## src/rtl/sweep_ctrl_pkg.sv

```systemverilog
// Package for the sweep generator control decode: register map, control word
// layout, reset values and shared types.
// Assumes a single 125 MHz clock domain and an AXI4-Lite register bus.
package sweep_ctrl_pkg;

    // ------------------------------------------------------------------
    // Bus geometry
    // ------------------------------------------------------------------
    localparam int ADDR_W = 8;
    localparam int DATA_W = 32;

    // ------------------------------------------------------------------
    // Register byte offsets
    // ------------------------------------------------------------------
    localparam logic [ADDR_W-1:0] CONTROL_WORD_OFS = 8'h00;
    localparam logic [ADDR_W-1:0] FREQ_LOW_OFS     = 8'h04;
    localparam logic [ADDR_W-1:0] FREQ_HIGH_OFS    = 8'h08;
    localparam logic [ADDR_W-1:0] BURST_LEN_OFS    = 8'h0c;
    localparam logic [ADDR_W-1:0] INCR_INT_OFS     = 8'h10;
    localparam logic [ADDR_W-1:0] STATUS_OFS       = 8'h14;
    localparam logic [ADDR_W-1:0] FREQ_WORD_OFS    = 8'h18;

    // ------------------------------------------------------------------
    // Control word field positions
    // ------------------------------------------------------------------
    localparam int CTRL_W           = 12;
    localparam int FULL_WORD_BIT    = 11;
    localparam int DAC_ENABLE_BIT   = 10;
    localparam int WAVE_SHAPE_BIT   = 9;
    localparam int SQUARE_OE_BIT    = 8;
    localparam int CONT_GATED_BIT   = 7;
    localparam int GATE_SOURCE_BIT  = 6;
    localparam int INCR_SOURCE_BIT  = 5;

    // ------------------------------------------------------------------
    // Widths and reset values
    // ------------------------------------------------------------------
    localparam int HALF_W  = 12;
    localparam int FREQ_W  = 24;
    localparam int COUNT_W = 16;
    localparam int DAC_W   = 10;

    localparam logic [CTRL_W-1:0]  CONTROL_WORD_RST = 12'h000;
    localparam logic [HALF_W-1:0]  FREQ_HALF_RST    = 12'h000;
    localparam logic [COUNT_W-1:0] BURST_LEN_RST    = 16'h0010;
    localparam logic [COUNT_W-1:0] INCR_INT_RST     = 16'h0100;
    localparam logic [DAC_W-1:0]   DAC_MIDSCALE     = 10'h200;

    // ------------------------------------------------------------------
    // AXI responses
    // ------------------------------------------------------------------
    localparam logic [1:0] RESP_OKAY   = 2'b00;
    localparam logic [1:0] RESP_SLVERR = 2'b10;

    // ------------------------------------------------------------------
    // Types
    // ------------------------------------------------------------------
    typedef struct packed {
        logic full_word_two_write;
        logic dac_enable;
        logic wave_shape_select;
        logic square_out_enable;
        logic continuous_or_gated;
        logic gate_source_select;
        logic incr_source_ext;
    } ctrl_t;

    typedef struct packed {
        logic               gated;
        logic               ext_incr;
        logic               ext_gate;
        logic [COUNT_W-1:0] interval;
        logic [COUNT_W-1:0] burst_len;
    } timer_cfg_t;

    typedef enum logic [1:0] {
        LOAD_IDLE = 2'b01,
        LOAD_HALF = 2'b10
    } load_state_t;

endpackage : sweep_ctrl_pkg

```

## src/rtl/sweep_generator_control_decode.sv

```systemverilog
// Control word decode for a frequency sweep and burst waveform generator,
// with an AXI4-Lite register slave and a phase accumulator datapath.
// Assumes one 125 MHz clock, synchronous trigger pin, asynchronous reset.
//
// What this block does
// - Split mode: frequency word acts as two independent 12-bit halves.
// - Full-word mode: two consecutive writes, device waits for both.
// - Assembled 24-bit value reaches the register only as a whole.
// - DAC enable bit D10 powers the DAC on when one, down when zero.
// - Wave shape bit D9: sine table when set, triangle ramp when cleared.
// - Square output enable D8 drives the square pin, else high impedance.
// - D7 set: each frequency output uninterrupted for the whole increment window.
// - D7 clear: output for burst length, midscale for rest of window.
// - External increment with burst and D6 clear: burst follows trigger pin pulse widths.
// - Gate source bit D6 honoured only when D7 clear and D5 set.
// - Gate source zero: trigger pin gates the output burst.
//
// Design decisions made here: the AXI4-Lite register port and the register addresses.
`timescale 1ns/1ps
module sweep_generator_control_decode (
    input  wire logic                               sys_clk_i,
    input  wire logic                               rst_i,
    // AXI4-Lite write address
    input  wire logic                               s_axi_awvalid_i,
    output logic                                    s_axi_awready_o,
    input  wire logic [sweep_ctrl_pkg::ADDR_W-1:0]  s_axi_awaddr_i,
    // AXI4-Lite write data
    input  wire logic                               s_axi_wvalid_i,
    output logic                                    s_axi_wready_o,
    input  wire logic [sweep_ctrl_pkg::DATA_W-1:0]  s_axi_wdata_i,
    input  wire logic [3:0]                         s_axi_wstrb_i,
    // AXI4-Lite write response
    output logic                                    s_axi_bvalid_o,
    input  wire logic                               s_axi_bready_i,
    output logic [1:0]                              s_axi_bresp_o,
    // AXI4-Lite read address
    input  wire logic                               s_axi_arvalid_i,
    output logic                                    s_axi_arready_o,
    input  wire logic [sweep_ctrl_pkg::ADDR_W-1:0]  s_axi_araddr_i,
    // AXI4-Lite read data
    output logic                                    s_axi_rvalid_o,
    input  wire logic                               s_axi_rready_i,
    output logic [sweep_ctrl_pkg::DATA_W-1:0]       s_axi_rdata_o,
    output logic [1:0]                              s_axi_rresp_o,
    // Device pins and datapath
    input  wire logic                               trigger_pin_i,
    output logic                                    dac_power_on_o,
    output logic                                    wave_shape_select_o,
    output logic [sweep_ctrl_pkg::DAC_W-1:0]        dac_code_o,
    output logic                                    midscale_hold_o,
    output logic                                    freq_step_o,
    output logic                                    square_out_pin_o,
    output logic                                    square_out_oe_n_o,
    output logic [sweep_ctrl_pkg::FREQ_W-1:0]       freq_word_o
);
    import sweep_ctrl_pkg::*;

    // ------------------------------------------------------------------
    // Register state
    // ------------------------------------------------------------------
    logic [CTRL_W-1:0]  control_word_reg;
    logic [HALF_W-1:0]  freq_low_reg;
    logic [HALF_W-1:0]  freq_high_reg;
    logic [HALF_W-1:0]  stage_high_reg;
    logic [COUNT_W-1:0] burst_len_reg;
    logic [COUNT_W-1:0] incr_int_reg;
    load_state_t        load_state_reg;
    load_state_t        load_state_next;

    // ------------------------------------------------------------------
    // Write channel capture
    // ------------------------------------------------------------------
    logic               aw_held_reg;
    logic [ADDR_W-1:0]  aw_addr_reg;
    logic               w_held_reg;
    logic [DATA_W-1:0]  w_data_reg;
    logic [3:0]         w_strb_reg;
    logic               bvalid_reg;
    logic [1:0]         bresp_reg;

    wire aw_take = s_axi_awvalid_i && !aw_held_reg && !bvalid_reg;
    wire w_take  = s_axi_wvalid_i && !w_held_reg && !bvalid_reg;

    wire               aw_now   = aw_held_reg || aw_take;
    wire               w_now    = w_held_reg || w_take;
    wire [ADDR_W-1:0]  wr_addr  = aw_held_reg ? aw_addr_reg : s_axi_awaddr_i;
    wire [DATA_W-1:0]  wr_data  = w_held_reg ? w_data_reg : s_axi_wdata_i;
    wire [3:0]         wr_strb  = w_held_reg ? w_strb_reg : s_axi_wstrb_i;
    wire               wr_fire  = aw_now && w_now && !bvalid_reg;

    // ------------------------------------------------------------------
    // Write decode
    // ------------------------------------------------------------------
    wire wr_ctrl  = wr_fire && (wr_addr == CONTROL_WORD_OFS);
    wire wr_low   = wr_fire && (wr_addr == FREQ_LOW_OFS);
    wire wr_high  = wr_fire && (wr_addr == FREQ_HIGH_OFS);
    wire wr_burst = wr_fire && (wr_addr == BURST_LEN_OFS);
    wire wr_incr  = wr_fire && (wr_addr == INCR_INT_OFS);
    wire wr_ro    = wr_fire && ((wr_addr == STATUS_OFS) || (wr_addr == FREQ_WORD_OFS));
    wire wr_hit   = wr_ctrl || wr_low || wr_high || wr_burst || wr_incr || wr_ro;
    wire wr_freq  = wr_low || wr_high;

    // Byte-lane merge for the 12-bit and 16-bit registers
    wire [15:0] lane_mask = {{8{wr_strb[1]}}, {8{wr_strb[0]}}};

    wire [CTRL_W-1:0]  ctrl_merged  = (control_word_reg & ~lane_mask[CTRL_W-1:0])
                                      | (wr_data[CTRL_W-1:0] & lane_mask[CTRL_W-1:0]);
    wire [HALF_W-1:0]  low_merged   = (freq_low_reg & ~lane_mask[HALF_W-1:0])
                                      | (wr_data[HALF_W-1:0] & lane_mask[HALF_W-1:0]);
    wire [HALF_W-1:0]  high_merged  = (freq_high_reg & ~lane_mask[HALF_W-1:0])
                                      | (wr_data[HALF_W-1:0] & lane_mask[HALF_W-1:0]);
    wire [COUNT_W-1:0] burst_merged = (burst_len_reg & ~lane_mask) | (wr_data[COUNT_W-1:0] & lane_mask);
    wire [COUNT_W-1:0] incr_merged  = (incr_int_reg & ~lane_mask) | (wr_data[COUNT_W-1:0] & lane_mask);

    // ------------------------------------------------------------------
    // Control word fields
    // ------------------------------------------------------------------
    ctrl_t ctrl;

    assign ctrl.full_word_two_write = control_word_reg[FULL_WORD_BIT];
    assign ctrl.dac_enable          = control_word_reg[DAC_ENABLE_BIT];
    assign ctrl.wave_shape_select   = control_word_reg[WAVE_SHAPE_BIT];
    assign ctrl.square_out_enable   = control_word_reg[SQUARE_OE_BIT];
    assign ctrl.continuous_or_gated = control_word_reg[CONT_GATED_BIT];
    assign ctrl.gate_source_select  = control_word_reg[GATE_SOURCE_BIT];
    assign ctrl.incr_source_ext     = control_word_reg[INCR_SOURCE_BIT];

    // ------------------------------------------------------------------
    // Frequency word loading
    // ------------------------------------------------------------------
    // Full-word mode: first write is the upper half and is staged;
    // the second write completes the word and both halves move together.
    wire two_write  = ctrl.full_word_two_write;
    wire first_half = two_write && wr_freq && (load_state_reg == LOAD_IDLE);
    wire commit     = two_write && wr_freq && (load_state_reg == LOAD_HALF);

    always_comb begin
        load_state_next = load_state_reg;
        unique case (load_state_reg)
            LOAD_IDLE: begin
                if (first_half) begin
                    load_state_next = LOAD_HALF;
                end
            end
            LOAD_HALF: begin
                if (commit || !two_write) begin
                    load_state_next = LOAD_IDLE;
                end
            end
            default: begin
                load_state_next = LOAD_IDLE;
            end
        endcase
    end

    wire split_low  = !two_write && wr_low;
    wire split_high = !two_write && wr_high;

    // In split mode each half changes only on its own address; a full-word commit loads both halves
    wire [HALF_W-1:0] freq_low_next  = commit    ? wr_data[HALF_W-1:0] :
                                       split_low ? low_merged : freq_low_reg;
    wire [HALF_W-1:0] freq_high_next = commit     ? stage_high_reg :
                                       split_high ? high_merged : freq_high_reg;

    always_ff @(posedge sys_clk_i or posedge rst_i) begin
        if (rst_i) begin
            load_state_reg <= LOAD_IDLE;
            stage_high_reg <= FREQ_HALF_RST;
            freq_low_reg   <= FREQ_HALF_RST;
            freq_high_reg  <= FREQ_HALF_RST;
        end else begin
            load_state_reg <= load_state_next;
            stage_high_reg <= first_half ? wr_data[HALF_W-1:0] : stage_high_reg;
            freq_low_reg   <= freq_low_next;
            freq_high_reg  <= freq_high_next;
        end
    end

    // ------------------------------------------------------------------
    // Configuration registers
    // ------------------------------------------------------------------
    always_ff @(posedge sys_clk_i or posedge rst_i) begin
        if (rst_i) begin
            control_word_reg <= CONTROL_WORD_RST;
            burst_len_reg    <= BURST_LEN_RST;
            incr_int_reg     <= INCR_INT_RST;
        end else begin
            control_word_reg <= wr_ctrl ? ctrl_merged : control_word_reg;
            burst_len_reg    <= wr_burst ? burst_merged : burst_len_reg;
            incr_int_reg     <= wr_incr ? incr_merged : incr_int_reg;
        end
    end

    // ------------------------------------------------------------------
    // Write handshake and response
    // ------------------------------------------------------------------
    always_ff @(posedge sys_clk_i or posedge rst_i) begin
        if (rst_i) begin
            aw_held_reg <= 1'b0;
            aw_addr_reg <= '0;
            w_held_reg  <= 1'b0;
            w_data_reg  <= '0;
            w_strb_reg  <= 4'h0;
            bvalid_reg  <= 1'b0;
            bresp_reg   <= RESP_OKAY;
        end else begin
            aw_held_reg <= wr_fire ? 1'b0 : aw_now;
            aw_addr_reg <= aw_take ? s_axi_awaddr_i : aw_addr_reg;
            w_held_reg  <= wr_fire ? 1'b0 : w_now;
            w_data_reg  <= w_take ? s_axi_wdata_i : w_data_reg;
            w_strb_reg  <= w_take ? s_axi_wstrb_i : w_strb_reg;
            bvalid_reg  <= wr_fire ? 1'b1 : (bvalid_reg && !s_axi_bready_i);
            bresp_reg   <= wr_fire ? (wr_hit ? RESP_OKAY : RESP_SLVERR) : bresp_reg;
        end
    end

    assign s_axi_awready_o = !aw_held_reg && !bvalid_reg;
    assign s_axi_wready_o  = !w_held_reg && !bvalid_reg;
    assign s_axi_bvalid_o  = bvalid_reg;
    assign s_axi_bresp_o   = bresp_reg;

    // ------------------------------------------------------------------
    // Read channel
    // ------------------------------------------------------------------
    logic              rvalid_reg;
    logic [DATA_W-1:0] rdata_reg;
    logic [1:0]        rresp_reg;
    logic              gate_active;
    logic              step_pulse;

    wire rd_take = s_axi_arvalid_i && !rvalid_reg;

    wire [DATA_W-1:0] status_word = {26'h0000000, gate_active, midscale_hold_o,
                                     load_state_reg == LOAD_HALF, ctrl.dac_enable,
                                     ctrl.wave_shape_select, ctrl.square_out_enable};
    wire rd_status = (s_axi_araddr_i == STATUS_OFS);
    wire rd_freq   = (s_axi_araddr_i == FREQ_WORD_OFS);
    wire rd_burst  = (s_axi_araddr_i == BURST_LEN_OFS);
    wire rd_incr   = (s_axi_araddr_i == INCR_INT_OFS);
    wire rd_wo     = (s_axi_araddr_i == CONTROL_WORD_OFS) || (s_axi_araddr_i == FREQ_LOW_OFS)
                     || (s_axi_araddr_i == FREQ_HIGH_OFS);
    wire rd_hit    = rd_status || rd_freq || rd_burst || rd_incr || rd_wo;

    // Write-only registers read as zero
    wire [DATA_W-1:0] rd_data = rd_status ? status_word :
                                rd_freq   ? {8'h00, freq_high_reg, freq_low_reg} :
                                rd_burst  ? {16'h0000, burst_len_reg} :
                                rd_incr   ? {16'h0000, incr_int_reg} : 32'h00000000;

    always_ff @(posedge sys_clk_i or posedge rst_i) begin
        if (rst_i) begin
            rvalid_reg <= 1'b0;
            rdata_reg  <= '0;
            rresp_reg  <= RESP_OKAY;
        end else begin
            rvalid_reg <= rd_take ? 1'b1 : (rvalid_reg && !s_axi_rready_i);
            rdata_reg  <= rd_take ? rd_data : rdata_reg;
            rresp_reg  <= rd_take ? (rd_hit ? RESP_OKAY : RESP_SLVERR) : rresp_reg;
        end
    end

    assign s_axi_arready_o = !rvalid_reg;
    assign s_axi_rvalid_o  = rvalid_reg;
    assign s_axi_rdata_o   = rdata_reg;
    assign s_axi_rresp_o   = rresp_reg;

    // ------------------------------------------------------------------
    // Window and gate timing
    // ------------------------------------------------------------------
    logic       trig_prev_reg;
    timer_cfg_t timer_cfg;

    wire trig_rise = trigger_pin_i && !trig_prev_reg;

    assign timer_cfg.gated     = !ctrl.continuous_or_gated;
    assign timer_cfg.ext_incr  = ctrl.incr_source_ext;
    // Gate source only counts when gated and stepping from the pin
    assign timer_cfg.ext_gate  = !ctrl.continuous_or_gated && ctrl.incr_source_ext
                                 && !ctrl.gate_source_select;
    assign timer_cfg.interval  = incr_int_reg;
    assign timer_cfg.burst_len = burst_len_reg;

    window_timer u_window_timer (
        .sys_clk_i    (sys_clk_i),
        .rst_i        (rst_i),
        .cfg_i        (timer_cfg),
        .trig_rise_i  (trig_rise),
        .trig_level_i (trigger_pin_i),
        .step_o       (step_pulse),
        .active_o     (gate_active)
    );

    // ------------------------------------------------------------------
    // Phase accumulator and output stage
    // ------------------------------------------------------------------
    logic [FREQ_W-1:0] phase_reg;

    wire [FREQ_W-1:0] freq_word  = {freq_high_reg, freq_low_reg};
    // Phase restarts from zero while held at midscale
    wire [FREQ_W-1:0] phase_next = gate_active ? phase_reg + freq_word : '0;
    wire [DAC_W-1:0]  tri_code   = phase_reg[FREQ_W-1] ? ~phase_reg[FREQ_W-2 -: DAC_W]
                                                       : phase_reg[FREQ_W-2 -: DAC_W];
    // Set: phase address into the sine table; clear: triangle ramp
    wire [DAC_W-1:0]  wave_code  = ctrl.wave_shape_select ? phase_reg[FREQ_W-1 -: DAC_W]
                                                          : tri_code;
    wire [DAC_W-1:0]  dac_next   = gate_active ? wave_code : DAC_MIDSCALE;

    always_ff @(posedge sys_clk_i or posedge rst_i) begin
        if (rst_i) begin
            trig_prev_reg       <= 1'b0;
            phase_reg           <= '0;
            dac_code_o          <= DAC_MIDSCALE;
            midscale_hold_o     <= 1'b1;
            freq_step_o         <= 1'b0;
            square_out_pin_o    <= 1'b0;
        end else begin
            trig_prev_reg       <= trigger_pin_i;
            phase_reg           <= phase_next;
            dac_code_o          <= dac_next;
            midscale_hold_o     <= !gate_active;
            freq_step_o         <= step_pulse;
            square_out_pin_o    <= phase_reg[FREQ_W-1];
        end
    end

    // ------------------------------------------------------------------
    // Control outputs
    // ------------------------------------------------------------------
    always_ff @(posedge sys_clk_i or posedge rst_i) begin
        if (rst_i) begin
            dac_power_on_o      <= 1'b0;
            wave_shape_select_o <= 1'b0;
            square_out_oe_n_o   <= 1'b1;
            freq_word_o         <= '0;
        end else begin
            dac_power_on_o      <= ctrl.dac_enable;
            wave_shape_select_o <= ctrl.wave_shape_select;
            square_out_oe_n_o   <= !ctrl.square_out_enable;
            freq_word_o         <= freq_word;
        end
    end

endmodule : sweep_generator_control_decode

```

## src/rtl/window_timer.sv

```systemverilog
// Increment window and output gate timer.
// Assumes trigger inputs already synchronous to sys_clk_i.
`timescale 1ns/1ps
module window_timer (
    input  wire logic                     sys_clk_i,
    input  wire logic                     rst_i,
    input  sweep_ctrl_pkg::timer_cfg_t    cfg_i,
    input  wire logic                     trig_rise_i,
    input  wire logic                     trig_level_i,
    output logic                          step_o,
    output logic                          active_o
);
    import sweep_ctrl_pkg::*;

    // ------------------------------------------------------------------
    // Window counting
    // ------------------------------------------------------------------
    logic [COUNT_W-1:0] count_reg;
    logic [COUNT_W-1:0] count_next;
    logic               step_next;
    logic               active_next;
    wire                int_end  = (count_reg >= cfg_i.interval - 16'h0001);
    wire                win_end  = cfg_i.ext_incr ? trig_rise_i : int_end;
    wire                count_max = (count_reg == 16'hffff);

    assign step_next  = win_end;
    assign count_next = win_end ? 16'h0000 : (count_max ? count_reg : count_reg + 16'h0001);

    // Gate: continuous, pin-gated, or burst length from window start
    assign active_next = !cfg_i.gated                         ? 1'b1 :
                         (cfg_i.ext_incr && cfg_i.ext_gate)   ? trig_level_i :
                         (count_next < cfg_i.burst_len);

    always_ff @(posedge sys_clk_i or posedge rst_i) begin
        if (rst_i) begin
            count_reg <= 16'h0000;
            step_o    <= 1'b0;
            active_o  <= 1'b0;
        end else begin
            count_reg <= count_next;
            step_o    <= step_next;
            active_o  <= active_next;
        end
    end

endmodule : window_timer
```

## config.mk

```make
export PLATFORM = sky130hd
export DESIGN_NAME = sweep_generator_control_decode
export DESIGN_NICKNAME = d
export VERILOG_FILES = /design/src/rtl/sweep_ctrl_pkg.sv /design/src/rtl/sweep_generator_control_decode.sv /design/src/rtl/window_timer.sv
export SDC_FILE = /design/constraint.sdc
export NUM_CORES = 1
export LEC_CHECK = 0
export BUFFER_PORTS_ARGS = -buffer_cell sky130_fd_sc_hd__buf_2
export CAP_MARGIN = 0
export CORE_MARGIN = 2
export CORE_UTILIZATION = 40
export CTS_CLUSTER_DIAMETER = 50
export DETAILED_ROUTE_END_ITERATION = 10
export SLEW_MARGIN = 10
export SYNTH_ARGS = -nofsm -noshare
export SYNTH_HDL_FRONTEND = slang
export SYNTH_SLANG_ARGS = --single-unit
```

## constraint.sdc

```tcl
create_clock -name sys_clk_i -period 12.35 [get_ports sys_clk_i]
set_input_delay 2.47 -clock sys_clk_i [delete_from_list [all_inputs] [get_ports sys_clk_i]]
set_output_delay 2.47 -clock sys_clk_i [all_outputs]
set_load 0.005 [all_outputs]
```

== After elaboration in Yosys (flattened, before gate mapping) ==
Cells that the tools add are included.

* $lt $le $gt $ge: 2
* Reductions and logical operators: 59
* Muxes and demuxes: 29
* Bitwise operators: 15
* Equal/unequal tests: 17
* Add/sub/neg operators: 3

{| class="wikitable"
|+ Operator list
! operator !! count
|-
| 2-to-1 mux 16 bit || 5
|-
| 2-to-1 mux 24 bit || 3
|-
| bitwise AND 12 bit || 4
|-
| bitwise AND 16 bit || 3
|-
| == test 8 x 5 -> 1 bit (second input constant) || 6
|-
| 2-to-1 mux 12 bit || 4
|-
| bitwise OR 12 bit || 3
|-
| == test 8 x 4 -> 1 bit (second input constant) || 4
|-
| bitwise OR 16 bit || 2
|-
| 2-to-1 mux 10 bit || 3
|-
| logical AND 1 bit || 26
|-
| adder 24 bit || 1
|-
| adder 16 x 1 -> 16 bit (second input constant) || 1
|-
| == test 16 bit (second input constant) || 1
|-
| == test 8 x 3 -> 1 bit (second input constant) || 2
|-
| >= comparator 16 bit || 1
|-
| logical NOT 8 bit || 2
|-
| logical OR 1 bit || 16
|-
| < comparator 16 bit || 1
|-
| inverter 16 bit || 1
|-
| subtractor 16 x 1 -> 16 bit (second input constant) || 1
|-
| logical NOT 1 bit || 12
|-
| inverter 12 bit || 1
|-
| 2-to-1 mux 2 bit || 5
|-
| 10 further kinds || 17
|}

* Word-level logic and storage cells: 155
* Input port bits: 60
* Flip-flop bits (word level): 231

== Longest topological paths before layout ==
* Depth after elaboration: 13
* Mapped depth: 23
* Depth with buffers taken out: 21

== By module ==
Synthesis repeated with hierarchy kept, for this count alone.

* Cell total of the unflattened synthesis: 1118
* Area, all modules: 11018.1 um^2

{| class="wikitable"
|+ By module, submodules not included
! module !! area an instance (um^2) !! instances !! cells each !! sequential area each (um^2)
|-
| sweep_generator_control_decode || 9090.0 || 1 || 891 || 4962.3
|-
| window_timer || 1928.1 || 1 || 227 || 450.4
|}

== Worst setup path before layout ==
Ideal clock, no wire load.

* Path kind: input to register
* Start point: in trigger_pin_i
* End point: reg u_window_timer.active_o
* Arrival time: 4.426 ns
* Setup time: 0.124 ns
* Data required time: 12.226 ns
* Path slack: 7.800 ns
* Buffers on the path: 2
* Cell stages on the path: 11
* Cells stage by stage: nand3b_1 > o21ai_0 > a21o_1 > clkbuf_1 > buf_2 > nor2_1 > ha_1 > nand4_1 > a2111oi_0 > nand3_1 > o31a_1

* Word-level cells in the longest chain between the ends: 6

{| class="wikitable"
|+ RTL lines
! what !! line !! source
|-
| start, declared || sweep_generator_control_decode.sv:46 || <nowiki>input wire logic trigger_pin_i,</nowiki>
|-
| logical AND 1 bit || sweep_generator_control_decode.sv:273 || <nowiki>wire trig_rise = trigger_pin_i && !trig_prev_reg;</nowiki>
|-
| 2-to-1 mux 1 bit || window_timer.sv:23 || <nowiki>wire win_end = cfg_i.ext_incr ? trig_rise_i : int_end;</nowiki>
|-
| via u_window_timer.step_next || window_timer.sv:20 || <nowiki>logic step_next;</nowiki>
|-
| 2-to-1 mux 16 bit || window_timer.sv:27 || <nowiki>assign count_next = win_end ? 16'h0000 : (count_max ? count_reg : count_reg + 16'h0001);</nowiki>
|-
| via u_window_timer.count_next[13] || window_timer.sv:19 || <nowiki>logic [COUNT_W-1:0] count_next;</nowiki>
|-
| < comparator 16 bit || window_timer.sv:32 || <nowiki>(count_next < cfg_i.burst_len);</nowiki>
|-
| 2-to-1 mux 1 bit || window_timer.sv:31 || <nowiki>(cfg_i.ext_incr && cfg_i.ext_gate) ? trig_level_i :</nowiki>
|-
| 2-to-1 mux 1 bit || window_timer.sv:30 || <nowiki>assign active_next = !cfg_i.gated ? 1'b1 :</nowiki>
|-
| via u_window_timer.active_next || window_timer.sv:21 || <nowiki>logic active_next;</nowiki>
|-
| end signal, assigned || window_timer.sv:42 || <nowiki>active_o <= active_next;</nowiki>
|-
| end, declared || window_timer.sv:11 || <nowiki>output logic active_o</nowiki>
|}

The timed path passes the listed nets, and every way through them passes these cells.
A chain may end at the register's enable or synchronous reset.

==> flow_metrics.env <==
export IMPL_status="finished clean"
export IMPL_yosysTopAreaCell="dfrtp_1"
export IMPL_cts_htree_levels=1
export IMPL_worstSkewPairLatency_ns=0.55
export IMPL_io_pins=141
export IMPL_yosys_warnings=0
export IMPL_setup_worst_path_start_class="flop"
export IMPL_final_area_mm2=0.01313
export IMPL_viasPerCell=5.249
export IMPL_dpl_cell_area_mm2=0.01201
export IMPL_postCtsHoldBufs=0
export IMPL_synth_async_reset_ratio_pct=100.0
export IMPL_report_final_setup_viol=0
export IMPL_synth_compound_area_share_pct=11.40
export IMPL_ant_nets=0
export IMPL_finalSetupTns_ns=0
export IMPL_slew_violations=0
export IMPL_setup_slack_ns=6.943
export IMPL_syn_to_final_growth_pct=18.06
export IMPL_cts_buffer_depth=3
export IMPL_portBuffers=112
export IMPL_rsz0062_at_grt="false"
export IMPL_ctsResizeCount=0
export IMPL_crit_type="reg2reg"
export IMPL_synth_common_cells="dfrtp_1 (210), mux2_2 (101), nor2_1 (90), nand2_1 (76), a21oi_1 (63)"
export IMPL_holdWs_ns=0.3459
export IMPL_rrSetupSlack_ns=6.94
export IMPL_fin_util_pct=47.65
export IMPL_synth_seq_cells=216
export IMPL_cts_setup_buffers=0
export IMPL_num_nets_final=1260
export IMPL_synth_adder_area_share_pct=6.481
export IMPL_synth_seq_area_share_pct=48.67
export IMPL_vdd_drop_max_uv=118.1
export IMPL_cp_data_arrival_time_ns=5.82
export IMPL_drtPass1Iterations=8
export IMPL_wl_mm=27.66
export IMPL_row_count=61
export IMPL_min_to="freq_step_o$_DFF_PP0_"
export IMPL_gp_congestion=0.8226
export IMPL_required_ns=12.76
export IMPL_grt_overflow=0
export IMPL_power_density_mw_per_mm2=207.9
export IMPL_drive_gt1_share_pct=25.84
export IMPL_start_util_pct=40.36
export IMPL_stdcell_count=1543
export IMPL_antenna_found_initial=2
export IMPL_fp_dieH_um=170.7
export IMPL_worst_pin_slew_ns=1.005
export IMPL_clk_pin_slew_ns=0.06
export IMPL_synth_top_family_by_area="simple AND/OR/NAND/NOR gates"
export IMPL_holdPathStages=0
export IMPL_synth_mux_area_share_pct=12.92
export IMPL_relSlewSlack_pct=31.09
export IMPL_dp_cells=1491
export IMPL_end_kind="flop"
export IMPL_antenna_diode_count=0
export IMPL_core_mm2=0.02755
export IMPL_synth_xor_area_share_pct=3.702
export IMPL_finalCriticalPeriod_ns=5.407
export IMPL_grt_pass1_vias=7729
export IMPL_cts_buffers=28
export IMPL_path_max_fanout=18
export IMPL_drt_iter0_drc=584
export IMPL_pre_cts_slack_ns=7.008
export IMPL_max_cap_viol_count=0
export IMPL_synth_cell_types=67
export IMPL_synth_ff_type="dfrtp_1"
export IMPL_dp_hpwl_mm=19.78
export IMPL_timing_rr_end="u_window_timer.active_o$_DFF_PP0_"
export IMPL_syn_avg_cell_area_um2=10.75
export IMPL_cts_root_buffer="clkbuf_16"
export IMPL_skew_ns=0.02003
export IMPL_yosysMostFrequentCell="dfrtp_1"
export IMPL_fmax_mhz=184.9
export IMPL_grt_pass1_wl_mm=43.64
export IMPL_cts_tree="built"
export IMPL_wl_per_cell_um=17.92
export IMPL_synth_simple_area_share_pct=13.46
export IMPL_synth_edf_count=0
export IMPL_final_hold_viol_count=0
export IMPL_synthTopCellsByArea="dfrtp_1 (47%), mux2_2 (10%), ha_1 (6.3%), nor2_1 (3.0%), a21oi_1 (2.8%)"
export IMPL_die_area_mm2=0.02915
export IMPL_rr_worst_depth=16
export IMPL_total_power_mw=2.730
export IMPL_holdCritStartpoint="u_window_timer.step_o$_DFF_PP0_"
export IMPL_vias=8099
export IMPL_drc=0
export IMPL_yosys_area_top_type_share_pct=47.25
export IMPL_p_leak_nw=6.567
export IMPL_grt_max_degree=88
export IMPL_synthCells=1034
export IMPL_fin_crit_sh_pct=43.78
export IMPL_hold_path_class="reg2reg"
export IMPL_grt_usage_pct=19.24
export IMPL_mappedNetlistArea_mm2=0.01112
export IMPL_fp_dieW_um=170.7
export IMPL_clock_sinks=216
## kinds of logic after synthesis
family	after synthesis
other	1
buffers and inverters	84
AO/OA/AOI/OAI	197
adder cells (fa/ha/maj)	57
flip-flops	216
AND/OR/NAND/NOR	307
XOR/XNOR	47
multiplexers	125
## layout by cell type, fill, tap and decap left out, types with 22 or more instances in the layout
| cell | instances |
|---|---|
| a21oi_1 | 63 |
| buf_2 | 112 |
| clkbuf_16 | 29 |
| dfrtp_1 | 210 |
| ha_1 | 56 |
| inv_1 | 33 |
| mux2_2 | 101 |
| nand2_1 | 76 |
| nor2_1 | 90 |
| nor2b_1 | 24 |
| nor3_1 | 22 |
| o21ai_0 | 50 |
| xnor2_1 | 31 |
## layout make-up
class | count | area, um^2
Clock buffer | 34 | 794.5
Clock inverter | 18 | 326.6
Fill cell | 2573 | 14420
Inverter | 35 | 138.9
Multi-Input combinational cell | 743 | 5370
Sequential cell | 216 | 5413
Tap cell | 378 | 473.0
Timing Repair Buffer | 119 | 613.1
## worst max-delay path, stage by stage (launching register included)
cell	delay, ns
dfrtp_1	0.44
nor3_1	0.29
nand2_1	0.13
or3_1	0.39
nand2b_1	0.23
xor2_1	0.18
ha_1	0.30
nand4_1	0.13
a2111oi_0	0.52
or4_1	0.21
a21o_1	0.51
nor3_1	0.20
ha_1	0.34
nand4_1	0.12
a2111oi_0	0.80
nand3_1	0.15
o31a_1	0.30
## layer usage
layer	GRT usage, %	wire length, um	vias up
met2	30.59	12530	198
li1	-	-	3906
met3	3.493	1610	34
met5	0	7	-
met4	3.679	389	2
met1	27.68	13120	3959
## worst max path at each step
| stage | startpoint | end | slack (ns) | depth (start not counted) |
|---|---|---|---|---|
| after floorplan | rst_i | asynchronous set/reset pin | 3.98 | 1 |
| after detailed placement | trigger_pin_i | u_window_timer.active_o$_DFF_PP0_ | 7.01 | 10 |
| after global routing | flop | u_window_timer.active_o$_DFF_PP0_ | 6.64 | 16 |
| final | flop | u_window_timer.active_o$_DFF_PP0_ | 6.94 | 16 |
| after global placement | trigger_pin_i | u_window_timer.active_o$_DFF_PP0_ | 7.04 | 10 |
| after CTS | flop | u_window_timer.active_o$_DFF_PP0_ | 6.97 | 16 |
## report_power, final
part,internal [mW],switching [mW],total (mW)
Clock,0.629,0.332,0.961
Sequential,0.856,0.133,0.990
Combinational,0.371,0.409,0.780
Total,1.86,0.874,2.73
Note: power is estimated with default switching activity, not from simulation.
